`src/hw/bus_xcvr_defines.svh`:
```
// Constants of the registered bus transceiver: register offsets, field
// positions and reset values.
// Assumes inclusion by bare name from design files under hw/.
`ifndef BUS_XCVR_DEFINES_SVH
`define BUS_XCVR_DEFINES_SVH

// ==========================================================================
// Register map, byte addresses on the APB word grid.
`define XCVR_CTRL_OFS        12'h000
`define XCVR_STORE_OFS       12'h004
`define XCVR_LIVE_OFS        12'h008

// ==========================================================================
// Control register fields.
`define XCVR_CTRL_OE_N_BIT   0
`define XCVR_CTRL_DIR_BIT    1
`define XCVR_CTRL_AB_SEL_BIT 2
`define XCVR_CTRL_BA_SEL_BIT 3
`define XCVR_CTRL_W          4
`define XCVR_CTRL_RST        4'h1

// ==========================================================================
// Port width and field positions of the store and live registers.
`define XCVR_DATA_W          8
`define XCVR_LO_LSB          0
`define XCVR_HI_LSB          8

`endif

```
`src/hw/bus_xcvr_pkg.sv`:
```
// Types shared by the registered bus transceiver design files.
// Assumes nothing of its surroundings; holds no constants of the map.
package bus_xcvr_pkg;

  // ========================================================================
  // Which port the transceiver drives this cycle.
  typedef enum logic [1:0]
  {
    DRV_NONE = 2'b00,
    DRV_A    = 2'b01,
    DRV_B    = 2'b10
  } drive_e;

endpackage

```
`src/hw/pin_sync.sv`:
```
// Two-stage synchroniser with rising-edge detect for a group of pins.
// Assumes pins are asynchronous to i_clk_sys and change slower than it.
`timescale 1ns/1ps
`default_nettype none

module pin_sync #(
  parameter int W = 1
) (
  input  wire logic         i_clk_sys,
  input  wire logic         i_resetn,
  input  wire logic [W-1:0] i_pin,
  output logic      [W-1:0] o_level,
  output logic      [W-1:0] o_rise
);

  // ========================================================================
  // Per-bit chain: the first stage feeds only the second stage.
  genvar g;
  generate
    for (g = 0; g < W; g++)
    begin : g_bit
      logic meta_r;
      logic sync_r;
      logic prev_r;

      // Edge detect looks at the second and third stage only.
      always_ff @(posedge i_clk_sys)
      begin
        if (!i_resetn)
        begin
          meta_r <= 1'b0;
          sync_r <= 1'b0;
          prev_r <= 1'b0;
        end
        else
        begin
          meta_r <= i_pin[g];
          sync_r <= meta_r;
          prev_r <= sync_r;
        end
      end

      assign o_level[g] = sync_r;
      assign o_rise[g]  = sync_r & ~prev_r;
    end
  endgenerate

endmodule

`default_nettype wire

```
`src/hw/registered_bus_transceiver.sv`:
```
// Registered eight-bit bus transceiver between two parallel buses A and B,
// with its control bits reached over an APB slave.
// Assumes all port pins and capture clocks are asynchronous to i_clk_sys
// and that the bench resolves each pin from the output enables.
//
// How it works
// Rising capture clock loads its register.
// Capture ignores enable, direction and selects.
// Output enable off: no port driven.
// Undriven port keeps being sampled and stored.
// Direction low drives A, high drives B.
// Driving A: select picks live B or register.
// Driving B: select picks live A or register.
// Never drive both ports together.
// Undriven input may load either or both registers.
// Port drive depends only on enable and direction.
// Eight-bit ports and registers, per-port tri-state enable.
// Outside keeps capture clock quiet while presenting.
`timescale 1ns/1ps
`default_nettype none
`include "bus_xcvr_defines.svh"

module registered_bus_transceiver #(
  parameter int DATA_W = `XCVR_DATA_W,
  parameter int ADDR_W = 12
) (
  input  wire logic              i_clk_sys,
  input  wire logic              i_resetn,
  // APB slave.
  input  wire logic              i_psel,
  input  wire logic              i_penable,
  input  wire logic              i_pwrite,
  input  wire logic [ADDR_W-1:0] i_paddr,
  input  wire logic [31:0]       i_pwdata,
  input  wire logic [3:0]        i_pstrb,
  output logic      [31:0]       o_prdata,
  output logic                   o_pready,
  output logic                   o_pslverr,
  // Port A pins.
  input  wire logic [DATA_W-1:0] i_a_data,
  output logic      [DATA_W-1:0] o_a_data,
  output logic                   o_a_oe,
  // Port B pins.
  input  wire logic [DATA_W-1:0] i_b_data,
  output logic      [DATA_W-1:0] o_b_data,
  output logic                   o_b_oe,
  // Capture clocks, sampled as ordinary pins.
  input  wire logic              i_a_to_b_capture_clock,
  input  wire logic              i_b_to_a_capture_clock
);

  localparam int SYNC_W = 2 * DATA_W + 2;

  // ========================================================================
  // Pin synchronisers
  // ========================================================================
  // All pins pass two flops together so data and clock edges stay aligned.
  logic [SYNC_W-1:0] sync_level;
  logic [SYNC_W-1:0] sync_rise;

  pin_sync #(
    .W (SYNC_W)
  ) u_pin_sync (
    .i_clk_sys (i_clk_sys),
    .i_resetn  (i_resetn),
    .i_pin     ({i_b_to_a_capture_clock, i_a_to_b_capture_clock,
                 i_b_data, i_a_data}),
    .o_level   (sync_level),
    .o_rise    (sync_rise)
  );

  // Named views of the synchronised pins.
  wire logic [DATA_W-1:0] a_live    = sync_level[DATA_W-1:0];
  wire logic [DATA_W-1:0] b_live    = sync_level[2*DATA_W-1:DATA_W];
  wire logic              ab_edge   = sync_rise[2*DATA_W];
  wire logic              ba_edge   = sync_rise[2*DATA_W+1];

  // ========================================================================
  // Control register
  // ========================================================================
  logic [`XCVR_CTRL_W-1:0] ctrl_r;
  logic [`XCVR_CTRL_W-1:0] ctrl_nxt;

  wire logic oe_n    = ctrl_r[`XCVR_CTRL_OE_N_BIT];
  wire logic dir     = ctrl_r[`XCVR_CTRL_DIR_BIT];
  wire logic a_to_b_source_select = ctrl_r[`XCVR_CTRL_AB_SEL_BIT];
  wire logic b_to_a_source_select = ctrl_r[`XCVR_CTRL_BA_SEL_BIT];

  // ========================================================================
  // APB decode
  // ========================================================================
  // Setup is answered one edge later, so the access phase never waits.
  wire logic apb_setup  = i_psel & ~i_penable;
  wire logic apb_commit = i_psel & i_penable & o_pready;
  wire logic hit_ctrl   = (i_paddr == `XCVR_CTRL_OFS);
  wire logic hit_store  = (i_paddr == `XCVR_STORE_OFS);
  wire logic hit_live   = (i_paddr == `XCVR_LIVE_OFS);
  wire logic hit_any    = hit_ctrl | hit_store | hit_live;
  // Store and live words are read only; a write there is an error.
  wire logic bad_access = ~hit_any | (i_pwrite & ~hit_ctrl);
  wire logic ctrl_wr    = apb_commit & i_pwrite & hit_ctrl & i_pstrb[0];
  // Only the low bits of the word carry control; the rest is ignored so a
  // wider software write stays harmless.
  wire logic [`XCVR_CTRL_W-1:0] wr_ctrl_bits = i_pwdata[`XCVR_CTRL_W-1:0];

  assign ctrl_nxt = ctrl_wr ? wr_ctrl_bits : ctrl_r;

  // ========================================================================
  // Capture registers
  // ========================================================================
  logic [DATA_W-1:0] ab_store_r;
  logic [DATA_W-1:0] ba_store_r;
  logic [DATA_W-1:0] ab_store_nxt;
  logic [DATA_W-1:0] ba_store_nxt;

  // Loading looks at the capture edge alone, never at the output setup;
  // so the undriven port, or both ports in isolation, can be stored.
  assign ab_store_nxt = ab_edge ? a_live : ab_store_r;
  assign ba_store_nxt = ba_edge ? b_live : ba_store_r;

  // Read data mux, taken in the setup cycle.
  wire logic [31:0] store_word = {{(32 - 2 * DATA_W){1'b0}}, ba_store_r, ab_store_r};
  wire logic [31:0] live_word  = {{(32 - 2 * DATA_W){1'b0}}, b_live, a_live};
  wire logic [31:0] ctrl_word  = {{(32 - `XCVR_CTRL_W){1'b0}}, ctrl_r};
  wire logic [31:0] rd_word    = hit_ctrl  ? ctrl_word :
                                 hit_store ? store_word :
                                 hit_live  ? live_word : 32'h0000_0000;

  // ========================================================================
  // Drive selection
  // ========================================================================
  // Which port is an output follows enable and direction only; a capture
  // edge has no say in it.
  bus_xcvr_pkg::drive_e drive_sel;
  assign drive_sel = oe_n ? bus_xcvr_pkg::DRV_NONE :
                     dir  ? bus_xcvr_pkg::DRV_B :
                            bus_xcvr_pkg::DRV_A;

  // Source for each port: live value from the far port or stored word.
  // The register path lags the live path by one edge after a capture; the
  // outside keeps the capture clock quiet while presenting stored data.
  wire logic [DATA_W-1:0] a_src = b_to_a_source_select ? ba_store_r : b_live;
  wire logic [DATA_W-1:0] b_src = a_to_b_source_select ? ab_store_r : a_live;

  logic a_oe_nxt;
  logic b_oe_nxt;

  // One-hot enables from the drive state; at most one port at a time.
  always_comb
  begin
    a_oe_nxt = 1'b0;
    b_oe_nxt = 1'b0;
    case (drive_sel)
      bus_xcvr_pkg::DRV_A:
      begin
        a_oe_nxt = 1'b1;
      end
      bus_xcvr_pkg::DRV_B:
      begin
        b_oe_nxt = 1'b1;
      end
      default:
      begin
        a_oe_nxt = 1'b0;
        b_oe_nxt = 1'b0;
      end
    endcase
  end

  // ========================================================================
  // Register processes
  // ========================================================================
  // Control and capture state.
  // Store registers clear at reset so reads are defined; the outside must
  // still load them before it trusts a stored word.
  always_ff @(posedge i_clk_sys)
  begin
    if (!i_resetn)
    begin
      ctrl_r     <= `XCVR_CTRL_RST;
      ab_store_r <= '0;
      ba_store_r <= '0;
    end
    else
    begin
      ctrl_r     <= ctrl_nxt;
      ab_store_r <= ab_store_nxt;
      ba_store_r <= ba_store_nxt;
    end
  end

  // APB answer flops.
  always_ff @(posedge i_clk_sys)
  begin
    if (!i_resetn)
    begin
      o_pready  <= 1'b0;
      o_pslverr <= 1'b0;
      o_prdata  <= 32'h0000_0000;
    end
    else
    begin
      o_pready  <= apb_setup;
      o_pslverr <= apb_setup & bad_access;
      o_prdata  <= (apb_setup & ~i_pwrite) ? rd_word : 32'h0000_0000;
    end
  end

  // Pin drivers; the unused data lines park at zero.
  always_ff @(posedge i_clk_sys)
  begin
    if (!i_resetn)
    begin
      o_a_oe   <= 1'b0;
      o_b_oe   <= 1'b0;
      o_a_data <= '0;
      o_b_data <= '0;
    end
    else
    begin
      o_a_oe   <= a_oe_nxt;
      o_b_oe   <= b_oe_nxt;
      o_a_data <= a_oe_nxt ? a_src : '0;
      o_b_data <= b_oe_nxt ? b_src : '0;
    end
  end
endmodule

`default_nettype wire

```
`config.mk`:
```
export PLATFORM = sky130hd
export DESIGN_NAME = registered_bus_transceiver
export DESIGN_NICKNAME = d
export VERILOG_FILES = /design/src/hw/bus_xcvr_pkg.sv /design/src/hw/pin_sync.sv /design/src/hw/registered_bus_transceiver.sv
export VERILOG_INCLUDE_DIRS = /design/src /design/src/hw
export SDC_FILE = /design/constraint.sdc
export NUM_CORES = 1
export LEC_CHECK = 0
export BUFFER_PORTS_ARGS = -buffer_cell sky130_fd_sc_hd__buf_2
export CAP_MARGIN = 20
export CORE_ASPECT_RATIO = 0.5
export CORE_MARGIN = 2
export CORE_UTILIZATION = 52
export DETAILED_ROUTE_END_ITERATION = 7
export PLACE_DENSITY = 0.93
export SKIP_CTS_REPAIR_TIMING = 1
export SYNTH_ARGS = -nofsm -noshare
export SYNTH_HDL_FRONTEND = slang
export SYNTH_SLANG_ARGS = --single-unit
```
`constraint.sdc`:
```
create_clock -name i_clk_sys -period 2.32 [get_ports i_clk_sys]
set_input_delay 0.232 -clock i_clk_sys [delete_from_list [all_inputs] [get_ports i_clk_sys]]
set_output_delay 0.232 -clock i_clk_sys [all_outputs]
set_load 0.01 [all_outputs]
```
# Word level (Yosys, flattened, before mapping)
# Index checks and enable logic that the tools add are counted.
# W data, S select, Z words.
[totals] output_inout_bits=52 regBits=110 elab_cells=91 in_bits=71
[classes] n_reduce_logical=6 bitwise=22 n_eq_ne=4 mux=9
[op_table] op="$mux W16" count=2
[op_table] op="$mux W8" count=2
[op_table] op="$eq A12 B3 Y1 const B" count=1
[op_table] op="$eq A12 B4 Y1 const B" count=1
[op_table] op="$logic_not A12 Y1" count=1
[op_table] op="$and A1 B1 Y1" count=11
[op_table] op="$not A1 Y1" count=8
[op_table] op="$reduce_and A2 Y1" count=3
[op_table] op="$mux W2" count=2
[op_table] op="$mux W4" count=1
[op_table] op="$reduce_or A4 Y1" count=1
[op_table] op="$or A1 B1 Y1" count=3
[op_table] op="$reduce_or A3 Y1" count=1
[op_table] op="$eq A2 B1 Y1 const B" count=1
[op_table] op="$eq A2 B2 Y1 const B" count=1
[op_table] op="$mux W1" count=2

# Logic depth before layout (Yosys ltp)
# Gate-level depths: netlist of run 1.
[depth] ltp_word=6 ltp_mapped=6 mapped_depth_nobuf=4

# Hierarchy
# A second synthesis of run 1 with hierarchy kept.
[unflattened] hier_cells=388 hier_area_um2=4062.6
[modules_own_cells] module="registered_bus_transceiver" area_each_um2=2328.5 seq_area_each_um2=1121.1 cells_per_inst=239 instances=1
[modules_own_cells] module="pin_sync" area_each_um2=1734.2 seq_area_each_um2=1081.0 cells_per_inst=149 instances=1

# Worst setup path before layout of run 1
# No wires, ideal clock.
[synth_timing] kind="input-to-reg" startpoint="input i_paddr[9]" endpoint="register o_prdata[11]" setup_time_ns=0.116 stages=5 setup_slack_ns=0.728 path_buffers=1 t_arrival_ns=1.475 t_required_ns=2.204 cell_sequence="or4_4 nor4_4 a211o_2 buf_6 nor2_1"
[synth_between] elab_chain_cells=3 word_cells_on_any_way=6 classes_between="2 x eq/ne; 2 x mux; 2 x reduce/logical"
[synth_rtl] item="start: declaration" line_no="registered_bus_transceiver.sv:33" source="input wire logic [ADDR_W-1:0] i_paddr,"
[synth_rtl] item="$eq A12 B4 Y1 (no line)"
[synth_rtl] item="$mux W16" line_no="registered_bus_transceiver.sv:127" source="hit_live ? live_word : 32'h0000_0000;"
[synth_rtl] item="$mux W16" line_no="registered_bus_transceiver.sv:126" source="hit_store ? store_word :"
[synth_rtl] item="end signal: assignment" line_no="registered_bus_transceiver.sv:205" source="o_prdata <= (apb_setup & ~i_pwrite) ? rd_word : 32'h0000_0000;"
[synth_rtl] item="end: declaration" line_no="registered_bus_transceiver.sv:36" source="output logic [31:0] o_prdata,"
# Several ways; a longest one is shown, not always the timed one.
# A chain may end at the register's enable or synchronous reset.

# Worst setup path after layout of run 1
[layout_timing] startpoint="input i_paddr[9]" endpoint="register o_prdata[15]"
# The elaborated chain is that of the path after synthesis.

==> impl_metrics.yaml, run 1 <==
outcome:
  outcome: "complete, no violations"
pwr:
  powerDensity_nw_per_um2: 808
  leakage_uw: 0.00168
  finalPower_uw: 3250
  vdd_drop_max_mv: 0.373
logic_synthesis:
  yosys.area.top_type: "dfxtp_1"
  syn_area_sq_um: 3350
  netlist_instances: 313
  ys_seq_elements: 94
  synth.yosys.seq_area_share: 0.561
  yosysTopAreaCellShare: 0.561
  synthTopCellsByArea: "dfxtp_1 (56%), mux2i_1 (12%), and2_1 (7.3%), buf_4 (4.0%), nor2b_1 (3.9%)"
  synthDistinctLibCells: 30
  synth_area_per_cell_sq_um: 10.7
  yosysWarnings: 0
placement:
  dpl_cell_area_sq_um: 3720
  place_hpwl_um: 4460
  gp_congestion: 0.817
  dp.cells: 462
  port_buffers: 75
worst_setup_path:
  setup.worst_path.end_class: "flop"
  worst_path_max_delay_cell: "nor4b_4"
  cp-start-kind: "input pin"
  crit_chain: "buf_2 -> or4_4 -> nor4b_4 -> a32oi_1 -> nor2_1"
  max_stage_delay_ns: 0.59
  r2r_cells: 4
  worstPathArrival_ns: 1.76
  cp.required_ns: 2.60
  cp_max_fo: 8
  crit_type: "input pin to flop"
layout:
  nets: 456
  fillers: 469
  syn_to_final_growth_pct: 19.8
  postLayoutCellArea_sq_um: 4020
  finalNonFillerCells: 478
  diodes: 0
  drive_above_1_share: 0.272
  mostFrequentLayoutCells: "dfxtp_1 (94), buf_2 (75), mux2i_1 (40)"
  final_common_cell: "dfxtp_1"
  post-route-util: 0.653
global_routing:
  grt_pass1_wl_um: 10400
  grt_pass1_vias: 2223
  antenna_found_initial: 0
  grt_max_degree: 59
  grt-ovfl-total: 0
  grt_usage: 0.196
die:
  io_pins: 123
  rows: 20
  die_y_um: 60.8
  die-area_sq_um: 7150
  core_area_sq_um: 6160
  start_util: 0.545
  die_w_um: 118
clock_tree:
  numClockSinks: 94
  cts_made_buffers: 9
  cts-root-buf: "clkbuf_16"
  clk_latency_ns: 0.34
  clock_path_buffers: 2
  cts_tree: "done"
  h-tree-depth: 3
  clkTransAtPathRegs_ns: 0.06
timing:
  rsz0062_at_grt: "no"
  slew_headroom: 0.601
  min_period_ns: 1.48
  finalHoldViolCount: 0
  setup_violations: 0
  finalSetupTns_ns: 0
  post-route-period-util: 0.639
  drv_slew: 0
  fmax_mhz: 674
  clock_skew_ns: 0.00568
  worst_pin_slew_ns: 0.596
routing:
  via_per_inst: 4.87
  drtIter0Drc: 206
  drc_errors: 0
  routed_wl_um: 6490
  wl_per_cell_um: 13.6
  drtAntennaViolNets: 0
  vias: 2328
  firstDrtPassIters: 5
worst_hold_path:
  min_path_cells: 2
  hp-class: "input pin to flop"
flow_run:
  maxCapViolCount: 0
flip-flops by register name (all words and copies together) (netlist names):
| register | count |
|---|---|
| u_pin_sync.g_bit.meta_r | 18 |
| u_pin_sync.g_bit.sync_r | 18 |
| o_prdata | 16 |
| ab_store_r | 8 |
| ba_store_r | 8 |
| o_a_data | 8 |
| o_b_data | 8 |
| ctrl_r | 4 |
| u_pin_sync.g_bit.prev_r | 2 |
| o_a_oe | 1 |
| o_b_oe | 1 |
| o_pready | 1 |
| o_pslverr | 1 |
worst max-delay path, delay by kind of cell:
family	cells	cell delay, ns
AOI/OAI and AO/OA	1	0.13
buffers and inverters	1	0.10
and+or+nand+nor	3	1.30
routing by layer:
| metal | vias up | global-route usage | wire (um) | share of wire |
|---|---|---|---|---|
| met3 | 10 | 0.0902 | 583 | 0.090 |
| li1 | 1141 | - | - | - |
| met1 | 1068 | 0.228 | 2880 | 0.44 |
| met4 | 0 | 0.0998 | 65 | 0.010 |
| met2 | 109 | 0.316 | 2960 | 0.46 |
| met5 | - | 0 | 0 | 0 |
through the flow:
stage	worst slack, ns	hold slack (ns)
floorplan	0.728	0.359
global placement	0.573	0.417
detailed placement	0.511	0.417
CTS	0.855	0.0851
global route	0.756	0.0870
finish	0.837	0.0925
path summary, 6_finish.rpt:
check / startpoint / endpoint / slack (ns)
min reg2reg: u_pin_sync.g_bit[13].meta_r$_SDFF_PN0_ / u_pin_sync.g_bit[13].sync_r$_SDFF_PN0_ / 0.43
min: i_a_data[0] / u_pin_sync.g_bit[0].meta_r$_SDFF_PN0_ / 0.09
max reg2reg: o_pready$_SDFF_PN0_ / ctrl_r[2]$_SDFFE_PN0P_ / 0.98
max: i_paddr[9] / o_prdata[15]$_SDFF_PP0_ / 0.84
logic make-up after synthesis:
group,Yosys count,synth area share
muxes,40,0.119
and+or+nand+nor,119,0.206
AOI/OAI and AO/OA,20,0.0433
buffers and inverters,39,0.0694
DFF,94,0.561
other,1,0.00112
power breakdown:
| part | switching, uW | leakage, uW | internal, uW |
|---|---|---|---|
| logic | 75.4 | 0.000778 | 66.9 |
| clock network | 598 | 0.000139 | 840 |
| registers | 17.5 | 0.000766 | 1650 |
| total | 691 | 0.00168 | 2560 |
final cells by class:
| type | instances | area, sq um | share of cell area |
|---|---|---|---|
| clock buffers | 10 | 229 | 0.0570 |
| clock inverters | 6 | 67.6 | 0.0168 |
| flip-flops and latches | 94 | 1880 | 0.468 |
| multi-input cells | 195 | 1300 | 0.322 |
| inverters | 4 | 15.0 | 0.00373 |
| well taps | 88 | 110 | 0.0274 |
| repair buffers | 81 | 420 | 0.105 |
synth_stat cells:
cell type	count
conb_1	1
nor2b_1	21
nand2b_1	1
nor4_4	1
a21o_1	1
and2_1	39
nand3_1	8
nor2_1	33
buf_4	18
nand2_1	8
a32oi_1	8
a211o_2	1
nor4b_4	1
dfxtp_1	94
inv_1	3
nor3_4	1
clkbuf_4	1
inv_2	1
nor4b_1	1
a21oi_1	7
nand4_1	1
a21oi_2	2
nand3b_1	1
or4_4	2
buf_6	2
o21ai_0	1
clkbuf_1	12
or2_4	1
buf_1	2
mux2i_1	40
Power figures use the tool's default switching activity.
==> inputs of run 2 (changes only) <==
--- a/config.mk
+++ b/config.mk
@@ -10,9 +10,9 @@
 export CAP_MARGIN = 20
 export CORE_ASPECT_RATIO = 0.5
 export CORE_MARGIN = 2
-export CORE_UTILIZATION = 52
+export CORE_UTILIZATION = 49
 export DETAILED_ROUTE_END_ITERATION = 7
-export PLACE_DENSITY = 0.93
+export PLACE_DENSITY = 0.89
 export SKIP_CTS_REPAIR_TIMING = 1
 export SYNTH_ARGS = -nofsm -noshare
 export SYNTH_HDL_FRONTEND = slang
==> constraint.sdc (replaced) <==
create_clock -name i_clk_sys -period 1.4 [get_ports i_clk_sys]
set_input_delay 0.14 -clock i_clk_sys [delete_from_list [all_inputs] [get_ports i_clk_sys]]
set_output_delay 0.14 -clock i_clk_sys [all_outputs]
set_load 0.01 [all_outputs]
==> run 2 against run 1 <==
Non-clock buffer count increased by 6. Sequential power increased by 65%. Die area increased by 5.8%. Global-route usage decreased by 1.3 points. Setup slack got worse by 0.75 ns. Largest cell class unchanged. Flip-flop and latch count unchanged. Via count decreased by 1.5%. Sequential share of layout area decreased by 0.73 points. Register-to-register slack got worse by 0.87 ns. Critical endpoint is now ctrl_r[3]$_SDFFE_PN0P_. Clock skew decreased by 0.0015 ns. Critical path type unchanged. Largest power group unchanged. Routed wire length increased by 3.1%. Core utilization decreased by 3.9 points.
==> impl_metrics.yaml, run 2 (synthesis gave the netlist of run 1 again) <==
worst_hold_path:
  hold_end: "u_pin_sync.g_bit[14].meta_r$_SDFF_PN0_"
  min_path_cells: 2
  hp-start: "i_b_data[6]"
  hp-class: "input pin to flop"
clock_tree:
  h-tree-depth: 3
  clock_path_buffers: 2
  clk_latency_ns: 0.33
  cts_tree: "done"
  clkTransAtPathRegs_ns: 0.06
  cts-root-buf: "clkbuf_16"
  numClockSinks: 94
  cts_made_buffers: 9
worst_setup_path:
  cp.required_ns: 1.66
  setup.worst_path.end_class: "flop"
  critical_path.reg2reg.startpoint: "o_pready$_SDFF_PN0_"
  crit_type: "input pin to flop"
  r2r_end: "ctrl_r[3]$_SDFFE_PN0P_"
  worst_path_max_delay_cell: "or4_4"
  r2r_cells: 4
  max_stage_delay_ns: 0.58
  worstSetupStartpoint: "i_paddr[6]"
  cp-start-kind: "input pin"
  cp_max_fo: 4
  crit_chain: "buf_2 -> or4_4 -> buf_12 -> nor3_4 -> and2_1 -> mux2i_1"
  worstPathArrival_ns: 1.57
  rrSetupSlack_ns: 0.11
placement:
  port_buffers: 75
  place_hpwl_um: 4620
  gp_congestion: 0.804
  dpl_cell_area_sq_um: 3800
layout:
  post-route-util: 0.614
  drive_above_1_share: 0.288
  fillers: 518
  final_common_cell: "dfxtp_1"
  postLayoutCellArea_sq_um: 4080
  final-seq-area_sq_um: 1880
  diodes: 0
  mostFrequentLayoutCells: "dfxtp_1 (94), buf_2 (75), mux2i_1 (40)"
  nets: 462
  multi_input_area_sq_um: 1310
  top_regs: "u_pin_sync.g_bit.meta_r (18), u_pin_sync.g_bit.sync_r (18), o_prdata (16)"
  syn_to_final_growth_pct: 21.7
die:
  core_area_sq_um: 6650
  io_pins: 123
  die-area_sq_um: 7560
  rows: 21
  die_y_um: 62.5
  start_util: 0.505
  die_w_um: 121
routing:
  wl_per_cell_um: 13.7
  firstDrtPassIters: 4
  via_per_inst: 4.70
  drtIter0Drc: 138
  drc_errors: 0
  drtAntennaViolNets: 0
  routed_wl_um: 6690
  vias: 2292
timing:
  finalHoldViolCount: 0
  clock_skew_ns: 0.00417
  drv_slew: 0
  post-route-period-util: 0.937
  fmax_mhz: 762
  setup_violations: 0
  rsz0062_at_grt: "no"
  min_period_ns: 1.31
  hold_ws_ns: 0.00906
pwr:
  leakage_uw: 0.00172
  powerDensity_nw_per_um2: 1290
  vdd_drop_max_mv: 0.614
global_routing:
  antenna_found_initial: 0
  grt_max_degree: 58
  grt_pass1_wl_um: 10700
  grt_usage: 0.183
  grt_pass1_vias: 2184
  grt-ovfl-total: 0
outcome:
  outcome: "complete, no violations"
flow_run:
  maxCapViolCount: 0
## run 2: changes by cell type in the layout (fill, tap and decap cells not counted), sizes merged
cell	before	now
buf	81	87
clkinvlp	2	0
clkbuf	10	12
inv	6	4
bufinv	1	0
clkinv	1	4
## run 2: final cells by class
class / instances / area share
Sequential cell: 94 / 0.461
Multi-Input combinational cell: 195 / 0.320
Timing Repair Buffer: 87 / 0.117
Clock buffer: 12 / 0.0628
Tap cell: 92 / 0.0282
Clock inverter: 4 / 0.00766
Inverter: 4 / 0.00368
## run 2: worst max-delay path, delay by kind of cell
family	cells	cell delay (ns)
buffers and inverters	2	0.26
and+or+nand+nor	3	0.97
muxes	1	0.21
## run 2: routing by layer
metal,share of wire,track usage,up-vias
met3,0.069,0.0557,7
met4,0.011,0.0552,0
met1,0.48,0.248,1046
met2,0.44,0.283,83
met5,0,0,-
li1,-,-,1156
## run 2: metrics by stage
step / setup slack (ns) / total power (uW) / instances / setup TNS, ns
floorplan: -0.0962 / 3000 / 328 / -1.29
CTS: 0.0867 / 5310 / 488 / 0
finish: 0.0877 / 5280 / 488 / 0
detailed placement: -0.249 / 3060 / 472 / -3.97
global route: 0.00778 / 5470 / 488 / 0
global placement: -0.212 / 3060 / 472 / -3.33
## run 2: worst max path at each step
stage	endpoint	slack [ns]	cells past startpoint
6_report	ctrl_r[3]$_SDFFE_PN0P_	0.09	6
5_1_grt	o_prdata[12]$_SDFF_PP0_	0.008	7
4_1_cts	ctrl_r[3]$_SDFFE_PN0P_	0.09	6
3_5_place_dp	o_prdata[10]$_SDFF_PP0_	-0.25	6
3_3_place_gp	ctrl_r[3]$_SDFFE_PN0P_	-0.21	6
2_1_floorplan	o_prdata[11]$_SDFF_PP0_	-0.1	5
## run 2: power by group
| part | internal (uW) | total [uW] | switching [uW] |
|---|---|---|---|
| logic | 117 | 244 | 127 |
| clock network | 1310 | 2270 | 968 |
| registers | 2730 | 2760 | 30.9 |
